--- config.mk ---
export PLATFORM = sky130hd
export DESIGN_NAME = ioe_access_ctrl
export DESIGN_NICKNAME = d
export VERILOG_FILES = /design/src/inc/ioe_pkg.sv /design/src/ioe_txn_seq.sv /design/src/ioe_access_ctrl.sv
export VERILOG_INCLUDE_DIRS = /design/src /design/src/inc
export SDC_FILE = /design/constraint.sdc
export NUM_CORES = 1
export LEC_CHECK = 0
export ABC_AREA = 1
export BUFFER_PORTS_ARGS = -buffer_cell sky130_fd_sc_hd__buf_2
export CAP_MARGIN = 20
export CORE_ASPECT_RATIO = 2
export CORE_MARGIN = 1
export CORE_UTILIZATION = 30
export CTS_BUF_LIST = sky130_fd_sc_hd__clkbuf_4 sky130_fd_sc_hd__clkbuf_8 sky130_fd_sc_hd__clkbuf_16
export DETAILED_ROUTE_END_ITERATION = 10
export SETUP_SLACK_MARGIN = 0.02
export SYNTH_ARGS = -nofsm -noshare
export SYNTH_HDL_FRONTEND = slang
export SYNTH_SLANG_ARGS = --single-unit
--- constraint.sdc ---
create_clock -name clk -period 11.3 [get_ports clk]
set_input_delay 0.565 -clock clk [delete_from_list [all_inputs] [get_ports clk]]
set_output_delay 0.565 -clock clk [all_outputs]
set_load 0.02 [all_outputs]
--- src/inc/ioe_regs.svh ---
// Purpose: offsets, fields, reset values and counts of the expander access block
// Assumes: byte offsets on a 12-bit register address
// Notes: definitions only
`ifndef IOE_REGS_SVH
`define IOE_REGS_SVH

// ----------------------------------------
// register offsets
// ----------------------------------------
`define IOE_CS_OFS 12'h430
`define IOE_AD0_OFS 12'h434
`define IOE_AD1_OFS 12'h438
`define IOE_ISTS_OFS 12'h440
`define IOE_IMSK_OFS 12'h444

// ----------------------------------------
// control/status fields
// ----------------------------------------
`define IOE_PINS_LSB 0
`define IOE_PINS_W 16
`define IOE_REFRESH_BIT 24
`define IOE_TM_BIT 25
`define IOE_SEL_LSB 26
`define IOE_SEL_W 4
`define IOE_DONE_BIT 31

// ----------------------------------------
// address config fields
// ----------------------------------------
`define IOE_DADDR_W 7
`define IOE_DADDR_LSB 1
`define IOE_DADDR_STRIDE 8
`define IOE_AD0_SLOTS 3
`define IOE_AD1_SLOT 4

// ----------------------------------------
// select codes and slot count
// ----------------------------------------
`define IOE_NSLOT 5
`define IOE_SEL_MAX 4'h4
`define IOE_SEL_RSVD 4'h3

// ----------------------------------------
// interrupt bits and reset values
// ----------------------------------------
`define IOE_IRQ_W 2
`define IOE_IRQ_DONE_BIT 0
`define IOE_IRQ_REFUSE_BIT 1
`define IOE_CS_RST 32'h0000_0000
`define IOE_IRQ_RST 2'h0

`endif

--- src/inc/ioe_pkg.sv ---
// Purpose: types shared by the expander access block
// Assumes: nothing
// Notes: constants live in ioe_regs.svh
package ioe_pkg;

	// ----------------------------------------
	// types
	// ----------------------------------------
	typedef enum logic {
		ioe_seq_idle,
		ioe_seq_busy
	} ioe_seq_st_t;

	typedef logic [15:0] ioe_pins_t;
	typedef logic [6:0] ioe_daddr_t;

endpackage

--- src/ioe_txn_seq.sv ---
// Purpose: picks one pending expander and runs one bus transaction for it
// Assumes: engine holds off eng_done until eng_req has been seen
// Notes: lowest pending slot wins
module ioe_txn_seq #(
	parameter int NSLOT = 5,
	parameter int IW = 3
) (
	input wire logic clk,
	input wire logic rst_b,
	input wire logic [NSLOT-1:0] pend,
	input wire logic eng_done,
	output logic eng_req_q,
	output logic [IW-1:0] slot_q,
	output logic [IW-1:0] pick,
	output logic launch,
	output logic finish
);

	// ----------------------------------------
	// checks
	// ----------------------------------------
	if (NSLOT < 1 || NSLOT > (1 << IW)) begin : g_chk
		$error("slot count does not fit index width");
	end

	// ----------------------------------------
	// arbitration
	// ----------------------------------------
	function automatic logic [IW-1:0] first_set(input logic [NSLOT-1:0] v);
		logic [IW-1:0] r;
		r = '0;
		for (int i = NSLOT - 1; i >= 0; i--) begin
			if (v[i]) begin
				r = IW'(i);
			end
		end
		return r;
	endfunction

	ioe_pkg::ioe_seq_st_t state_q;
	wire idle = (state_q == ioe_pkg::ioe_seq_idle);

	assign pick = first_set(pend);
	assign launch = idle && (|pend);
	// a done pulse while idle is stray and ignored
	assign finish = !idle && eng_done;

	// ----------------------------------------
	// state
	// ----------------------------------------
	always_ff @(posedge clk or negedge rst_b) begin
		if (!rst_b) begin
			state_q <= ioe_pkg::ioe_seq_idle;
			eng_req_q <= 1'b0;
			slot_q <= '0;
		end else begin
			case (state_q)
				ioe_pkg::ioe_seq_idle: begin
					if (launch) begin
						state_q <= ioe_pkg::ioe_seq_busy;
						eng_req_q <= 1'b1;
						slot_q <= pick;
					end
				end
				ioe_pkg::ioe_seq_busy: begin
					if (finish) begin
						state_q <= ioe_pkg::ioe_seq_idle;
						eng_req_q <= 1'b0;
					end
				end
				default: begin
					state_q <= ioe_pkg::ioe_seq_idle;
					eng_req_q <= 1'b0;
				end
			endcase
		end
	end

endmodule // ioe_txn_seq

--- src/ioe_access_ctrl.sv ---
// Purpose: control/status and address registers of the bus I/O expander interface
// Assumes: an external bus master engine runs each transaction and pulses eng_done
// Notes: one transaction in flight; output values are latched when it starts
//
// Overview of operation
// - pin field reads selected expander's last values
// - pin writes ignored unless test mode set
// - test mode refresh sends software output values
// - input bits of pin field stay read-only
// - refresh write launches update transaction
// - refresh bit always reads zero
// - test mode replaces core outputs with software values
// - four-bit select chooses expander, some codes reserved
// - done set when selected refresh finishes
// - done set when test mode update finishes
// - done set when the address init of the selected expander finishes
// - done stays set until written one
// - each expander addressed by its configured address
//
// The implementer's own choice: the strobed register port.
`include "ioe_regs.svh"

module ioe_access_ctrl #(
	parameter int AW = 12
) (
	input wire logic clk,
	input wire logic rst_b,
	input wire logic [AW-1:0] reg_addr,
	input wire logic [31:0] reg_wdata,
	input wire logic reg_wr,
	input wire logic reg_rd,
	output logic [31:0] reg_rdata,
	output logic eng_req,
	output logic [6:0] eng_dev_addr,
	output logic eng_init,
	output logic [15:0] eng_out_vals,
	input wire logic eng_done,
	input wire logic [15:0] eng_in_vals,
	input wire logic [`IOE_NSLOT*16-1:0] exp_out_mask,
	input wire logic [`IOE_NSLOT*16-1:0] core_out_vals,
	output logic irq
);

	localparam int NSLOT = `IOE_NSLOT;
	localparam int IW = 3;

	// ----------------------------------------
	// checks
	// ----------------------------------------
	if (AW < 12) begin : g_chk
		$error("register address too narrow for the map");
	end

	// ----------------------------------------
	// reset release
	// ----------------------------------------
	logic rst_s1_q;
	logic rst_s2_q;
	wire rst_sync_b = rst_s2_q;

	always_ff @(posedge clk or negedge rst_b) begin
		if (!rst_b) begin
			rst_s1_q <= 1'b0;
			rst_s2_q <= 1'b0;
		end else begin
			rst_s1_q <= 1'b1;
			rst_s2_q <= rst_s1_q;
		end
	end

	// ----------------------------------------
	// helpers
	// ----------------------------------------
	// codes 3 and 5..15 name no expander
	function automatic logic sel_ok(input logic [3:0] s);
		return (s <= `IOE_SEL_MAX) && (s != `IOE_SEL_RSVD);
	endfunction

	function automatic logic [15:0] slice16(input logic [NSLOT*16-1:0] v, input logic [IW-1:0] i);
		return v[i*16 +: 16];
	endfunction

	// ----------------------------------------
	// address decode
	// ----------------------------------------
	wire hit_cs = (reg_addr[11:0] == `IOE_CS_OFS);
	wire hit_ad0 = (reg_addr[11:0] == `IOE_AD0_OFS);
	wire hit_ad1 = (reg_addr[11:0] == `IOE_AD1_OFS);
	wire hit_ists = (reg_addr[11:0] == `IOE_ISTS_OFS);
	wire hit_imsk = (reg_addr[11:0] == `IOE_IMSK_OFS);
	wire upper_zero = (AW == 12) || (reg_addr >> 12) == '0;

	wire wr_cs = reg_wr && hit_cs && upper_zero;
	wire wr_ad0 = reg_wr && hit_ad0 && upper_zero;
	wire wr_ad1 = reg_wr && hit_ad1 && upper_zero;
	wire wr_ists = reg_wr && hit_ists && upper_zero;
	wire wr_imsk = reg_wr && hit_imsk && upper_zero;

	// ----------------------------------------
	// control/status fields
	// ----------------------------------------
	logic [3:0] sel_q;
	logic tm_q;
	logic done_q;

	wire [3:0] wr_sel = reg_wdata[`IOE_SEL_LSB +: `IOE_SEL_W];
	wire wr_tm = reg_wdata[`IOE_TM_BIT];
	wire wr_refresh = reg_wdata[`IOE_REFRESH_BIT];
	wire wr_done_clr = reg_wdata[`IOE_DONE_BIT];
	wire [15:0] wr_pins = reg_wdata[`IOE_PINS_LSB +: `IOE_PINS_W];

	// the select written in the same access is the one acted on
	wire new_sel_ok = sel_ok(wr_sel);
	wire [IW-1:0] new_slot = wr_sel[IW-1:0];
	wire cur_sel_ok = sel_ok(sel_q);
	wire [IW-1:0] cur_slot = sel_q[IW-1:0];

	// refresh is a command, not stored state
	wire refresh_req = wr_cs && wr_refresh;
	// pin write counts only while the written test mode bit is set
	wire pins_req = wr_cs && wr_tm;
	wire slot_req = (refresh_req || pins_req) && new_sel_ok;
	wire refused = (refresh_req || pins_req) && !new_sel_ok;

	// ----------------------------------------
	// sequencer
	// ----------------------------------------
	logic [NSLOT-1:0] pend_q;
	logic [NSLOT-1:0] init_q;
	logic [IW-1:0] seq_slot;
	logic [IW-1:0] seq_pick;
	logic seq_launch;
	logic seq_finish;
	logic seq_req_q;

	ioe_txn_seq #(
		.NSLOT(NSLOT),
		.IW(IW)
	) u_seq (
		.clk(clk),
		.rst_b(rst_sync_b),
		.pend(pend_q),
		.eng_done(eng_done),
		.eng_req_q(seq_req_q),
		.slot_q(seq_slot),
		.pick(seq_pick),
		.launch(seq_launch),
		.finish(seq_finish)
	);

	// ----------------------------------------
	// per-expander state
	// ----------------------------------------
	logic [NSLOT*16-1:0] pins_flat;
	logic [NSLOT*16-1:0] sw_flat;
	logic [NSLOT*7-1:0] daddr_flat;

	for (genvar i = 0; i < NSLOT; i++) begin : g_slot
		localparam logic [IW-1:0] IDX = IW'(i);
		localparam bit IN_AD0 = (i < `IOE_AD0_SLOTS);
		localparam bit IN_AD1 = (i == `IOE_AD1_SLOT);
		localparam int FLSB = IN_AD0 ? (`IOE_DADDR_LSB + i * `IOE_DADDR_STRIDE) : `IOE_DADDR_LSB;

		logic [15:0] pins_q;
		logic [15:0] sw_q;
		logic [6:0] daddr_q;
		logic pnd_q;
		logic ini_q;

		wire [15:0] omask = exp_out_mask[i*16 +: 16];
		wire addr_wr = (IN_AD0 && wr_ad0) || (IN_AD1 && wr_ad1);
		wire req_set = (slot_req && new_slot == IDX) || addr_wr;
		wire taken = seq_launch && seq_pick == IDX;
		wire ended = seq_finish && seq_slot == IDX;
		wire pins_wr = pins_req && new_sel_ok && new_slot == IDX;

		// a request landing on its own launch stays pending and reruns
		always_ff @(posedge clk or negedge rst_sync_b) begin
			if (!rst_sync_b) begin
				pnd_q <= 1'b0;
			end else begin
				pnd_q <= req_set || (pnd_q && !taken);
			end
		end

		always_ff @(posedge clk or negedge rst_sync_b) begin
			if (!rst_sync_b) begin
				ini_q <= 1'b0;
			end else begin
				ini_q <= addr_wr || (ini_q && !taken);
			end
		end

		always_ff @(posedge clk or negedge rst_sync_b) begin
			if (!rst_sync_b) begin
				sw_q <= 16'h0000;
			end else if (pins_wr) begin
				sw_q <= wr_pins & omask;
			end
		end

		// inputs from the answer, outputs as they were sent
		always_ff @(posedge clk or negedge rst_sync_b) begin
			if (!rst_sync_b) begin
				pins_q <= 16'h0000;
			end else if (ended) begin
				pins_q <= (eng_in_vals & ~omask) | (eng_out_vals & omask);
			end
		end

		always_ff @(posedge clk or negedge rst_sync_b) begin
			if (!rst_sync_b) begin
				daddr_q <= 7'h00;
			end else if (addr_wr) begin
				daddr_q <= reg_wdata[FLSB +: `IOE_DADDR_W];
			end
		end

		assign pins_flat[i*16 +: 16] = pins_q;
		assign sw_flat[i*16 +: 16] = sw_q;
		assign daddr_flat[i*7 +: 7] = daddr_q;
		assign pend_q[i] = pnd_q;
		assign init_q[i] = ini_q;
	end

	// ----------------------------------------
	// engine request
	// ----------------------------------------
	// values frozen at launch so a late write cannot tear a transfer
	wire [15:0] pick_mask = slice16(exp_out_mask, seq_pick);
	wire [15:0] pick_core = slice16(core_out_vals, seq_pick);
	wire [15:0] pick_sw = slice16(sw_flat, seq_pick);
	wire [15:0] pick_out = (tm_q ? pick_sw : pick_core) & pick_mask;
	wire [6:0] pick_daddr = daddr_flat[seq_pick*7 +: 7];

	always_ff @(posedge clk or negedge rst_sync_b) begin
		if (!rst_sync_b) begin
			eng_out_vals <= 16'h0000;
		end else if (seq_launch) begin
			eng_out_vals <= pick_out;
		end
	end

	always_ff @(posedge clk or negedge rst_sync_b) begin
		if (!rst_sync_b) begin
			eng_dev_addr <= 7'h00;
		end else if (seq_launch) begin
			eng_dev_addr <= pick_daddr;
		end
	end

	always_ff @(posedge clk or negedge rst_sync_b) begin
		if (!rst_sync_b) begin
			eng_init <= 1'b0;
		end else if (seq_launch) begin
			eng_init <= init_q[seq_pick];
		end
	end

	assign eng_req = seq_req_q;

	// ----------------------------------------
	// control register and done flag
	// ----------------------------------------
	// any finish on the expander now selected raises done
	wire done_set = seq_finish && cur_sel_ok && seq_slot == cur_slot;
	wire done_clr = wr_cs && wr_done_clr;

	always_ff @(posedge clk or negedge rst_sync_b) begin
		if (!rst_sync_b) begin
			sel_q <= 4'(`IOE_CS_RST >> `IOE_SEL_LSB);
		end else if (wr_cs) begin
			sel_q <= wr_sel;
		end
	end

	always_ff @(posedge clk or negedge rst_sync_b) begin
		if (!rst_sync_b) begin
			tm_q <= 1'b0;
		end else if (wr_cs) begin
			tm_q <= wr_tm;
		end
	end

	// set beats clear in the same cycle
	always_ff @(posedge clk or negedge rst_sync_b) begin
		if (!rst_sync_b) begin
			done_q <= 1'b0;
		end else begin
			done_q <= done_set || (done_q && !done_clr);
		end
	end

	// ----------------------------------------
	// interrupts
	// ----------------------------------------
	logic [`IOE_IRQ_W-1:0] ists_q;
	logic [`IOE_IRQ_W-1:0] imsk_q;

	wire [`IOE_IRQ_W-1:0] ev = {refused, done_set};
	wire [`IOE_IRQ_W-1:0] ists_clr = wr_ists ? reg_wdata[`IOE_IRQ_W-1:0] : '0;

	// event beats a clear written in the same cycle
	always_ff @(posedge clk or negedge rst_sync_b) begin
		if (!rst_sync_b) begin
			ists_q <= `IOE_IRQ_RST;
		end else begin
			ists_q <= ev | (ists_q & ~ists_clr);
		end
	end

	always_ff @(posedge clk or negedge rst_sync_b) begin
		if (!rst_sync_b) begin
			imsk_q <= `IOE_IRQ_RST;
		end else if (wr_imsk) begin
			imsk_q <= reg_wdata[`IOE_IRQ_W-1:0];
		end
	end

	always_ff @(posedge clk or negedge rst_sync_b) begin
		if (!rst_sync_b) begin
			irq <= 1'b0;
		end else begin
			irq <= |(ists_q & imsk_q);
		end
	end

	// ----------------------------------------
	// read path
	// ----------------------------------------
	wire [15:0] pins_rd = cur_sel_ok ? slice16(pins_flat, cur_slot) : 16'h0000;
	// refresh bit position is hard zero
	wire [31:0] rd_cs = {done_q, 1'b0, sel_q, tm_q, 1'b0, 8'h00, pins_rd};
	wire [31:0] rd_ad0 = {8'h00, daddr_flat[20:14], 1'b0, daddr_flat[13:7], 1'b0, daddr_flat[6:0], 1'b0};
	wire [31:0] rd_ad1 = {24'h00_0000, daddr_flat[`IOE_AD1_SLOT*7 +: 7], 1'b0};
	wire [31:0] rd_ists = {30'h0000_0000, ists_q};
	wire [31:0] rd_imsk = {30'h0000_0000, imsk_q};
	wire [31:0] rd_sel = !upper_zero ? 32'h0000_0000 :
		hit_cs ? rd_cs :
		hit_ad0 ? rd_ad0 :
		hit_ad1 ? rd_ad1 :
		hit_ists ? rd_ists :
		hit_imsk ? rd_imsk : 32'h0000_0000;

	// data stand only in the cycle after the strobe
	always_ff @(posedge clk or negedge rst_sync_b) begin
		if (!rst_sync_b) begin
			reg_rdata <= 32'h0000_0000;
		end else begin
			reg_rdata <= reg_rd ? rd_sel : 32'h0000_0000;
		end
	end

endmodule // ioe_access_ctrl

==> results.txt <==
Syn. warnings - 0
Top cell type by total area after synthesis - dfrtp_1
Yosys top cell area share - 0.469
Drt wl/cell - 23.0 µm
Status - finished, final reports clean
Largest cells by area after synthesis - dfrtp_1, nand2_1, a21oi_1
Filler cells - 5,055
CTS Buffer Depth - 3
Largest net degree at the start of global routing - 160
TritonCTS Buffers - 28
CTS root buf - clkbuf_16
Max cap viols - 0
DIE HEIGHT - 311 µm
Crit path launch type - register
DIE AREA - 48,800 µm²
CTS sink count - 269
Number of post-CTS setup repair buffers - 0
Tcrit/Tclk final - 0.260
Post-synthesis cell type count - 31
Number of global-route vias before repair - 14.5k
Peak Freq - 0.341 GHz
CP endpoint kind - register
Total Routing Usage GR - 0.273
Most frequent cell after synthesis - nand2_1
Critical path type - register to register
Power per cell area - 189 nW/µm²
Max-slew headroom - 0.238
Mean Syn Cell Area - 7.20 µm²
Initial DRC Count - 1,225
Grt ovf - 0
Commonest cells in the netlist - nand2_1, dfrtp_1, nor2_1
DRT Pass-1 Iters - 6
Gp weighted congestion - 1.01
Clk slew on worst S/H paths - 0.07 ns
Initial antenna violation count - 8
Port bufs - 277
Fin. Hold Viols - 0
Worst VDD drop - 0.125 mV
Initial core utilization - 0.303
Worst hold path type - input port to register
# setup viols final - 0
Post-Syn Area - 14,400 µm²
Skew-Pair Late Insertion Delay - 0.59 ns
DRC - 0
Worst-margin pin slew - 1.14 ns
CP max FO - 36
WP data arrival - 3.45 ns
Via Count - 14.6k
Seq cells post-synth - 269
Synth async-reset ratio - 1.00
Required time worst endpoint - 11.81 ns
Leak - 9.21 nW
H-tree depth - 1
CTS resizes - 0
# nets final - 2,443
RSZ-0062 raised after global routing - no
Worst Clk Skew - 0.0243 ns
Routed Antenna Nets - 0
Setup tns final - 0 ns
Seq/Total Area, Yosys - 0.469
IO Count - 283
Global-route wire length before repair - 95,200 µm
Ys flop type - dfrtp_1
# rows - 113
Via/cell ratio - 5.09
Die Span X - 157 µm
Drt total wl - 66,200 µm
Post-synth EDFFs - 0
Placeable core area - 47,400 µm²
Flop-to-flop setup slack - 8.36 ns
Cells after Synth - 1,993
Max Slew Vio Count - 0
Detailed placement HPWL - 47,400 µm
Layout cells sized above 1 - 0.175
Synthesis-to-finish area growth - 20.0%
WHS - 0.236 ns
CTS tree - built
Final min period - 2.94 ns
-- what timing repair did --
action | CTS | global route
endpoints found under the hold margin | 2 | 0
hold buffers | 1 | 0
endpoints found under the setup margin | 0 | 0
-- registers in the layout, indices dropped and copies added (netlist names), 2 cells and up --
name / count
g_slot.pins_q: 80
g_slot.sw_q: 80
reg_rdata: 29
g_slot.daddr_q: 28
eng_out_vals: 16
eng_dev_addr: 7
g_slot.ini_q: 5
g_slot.pnd_q: 5
sel_q: 4
u_seq.slot_q: 3
imsk_q: 2
ists_q: 2
-- cells by family (layout without fill, tap and decap cells) --
logic type	count (synthesis)	in the layout	synth area share
AO/OA/AOI/OAI	418	418	0.158
flip-flops	269	269	0.469
buffers and inverters	294	536	0.0849
AND/OR/NAND/NOR	1010	1010	0.287
other	2	8	0.000523
-- power by group --
group	total [mW]	internal (mW)	switching, mW
registers	1.30	1.16	0.139
logic	0.971	0.296	0.676
clock network	0.992	0.570	0.422
total	3.26	2.02	1.24
-- through the flow --
stage          utilization  cells  setup WS [ns]  power [mW]  instance area [µm²]
3_5_place_dp         0.343   2819           7.88        2.27                16300
6_report             0.364   2873           8.36        3.26                17200
2_1_floorplan            -   1995           3.25        1.86                14400
3_3_place_gp         0.343   2819           7.91        2.25                16300
4_1_cts              0.363   2869           8.38        3.27                17200
5_1_grt              0.363   2869           8.27        3.43                17200
-- critical path, cell delays in order (launching register included) --
cell and delay (ns):
dfrtp_2 0.38, buf_4 0.28, nor2_4 0.38, inv_1 0.33, nand2_1 0.13, nand2_1 0.15
nor2_2 0.48, nand3_1 0.38, nand2_1 0.18, nand2_1 0.07, inv_1 0.05
-- routing by layer --
layer | up-vias | part of all wire | GRT usage
met2 | 710 | 0.48 | 0.456
met1 | 6836 | 0.35 | 0.299
met4 | 10 | 0.10 | 0.234
met5 | - | 0.00088 | 0
met3 | 226 | 0.069 | 0.0423
li1 | 6830 | - | -
-- cells in the final DEF, fill, tap and decap left out, types with 5 or more instances in the layout --
master     count
nand2_1      577
buf_2        277
dfrtp_1      266
nor2_1       235
a21oi_1      183
inv_1        172
nand3_1      165
o21ai_0      145
o21a_1        33
clkbuf_16     29
buf_4         25
o211ai_1      24
o21ai_1       21
inv_2          9
nand2_2        7
o22ai_1        7
clkinv_2       7
nor2_4         6
nor2_2         5
nand4_1        5
-- final timing paths --
path / from / end / cells past startpoint
max: sel_q[0] / reg_rdata[0] / 10
min: reg_wdata[19] / g_slot[2].daddr_q[2] / 3
max reg2reg: sel_q[0] / reg_rdata[0] / 10
min reg2reg: rst_s2_q / g_slot[1].sw_q[9] / 0
max in group asynchronous: rst_s2_q / tm_q / 1
min in group asynchronous: rst_b / rst_s2_q / 2
-- final cells by class --
| type | count | area (µm²) | share of cell area |
|---|---|---|---|
| clock buffers | 37 | 811 | 0.0471 |
| repair buffers | 304 | 1600 | 0.0931 |
| inverters | 183 | 687 | 0.0399 |
| well taps | 632 | 791 | 0.0459 |
| diodes | 4 | 10.0 | 0.000581 |
| flip-flops and latches | 269 | 6740 | 0.391 |
| clock inverters | 12 | 141 | 0.00821 |
| multi-input cells | 1432 | 6440 | 0.374 |
Power figures use the tool's default switching activity.
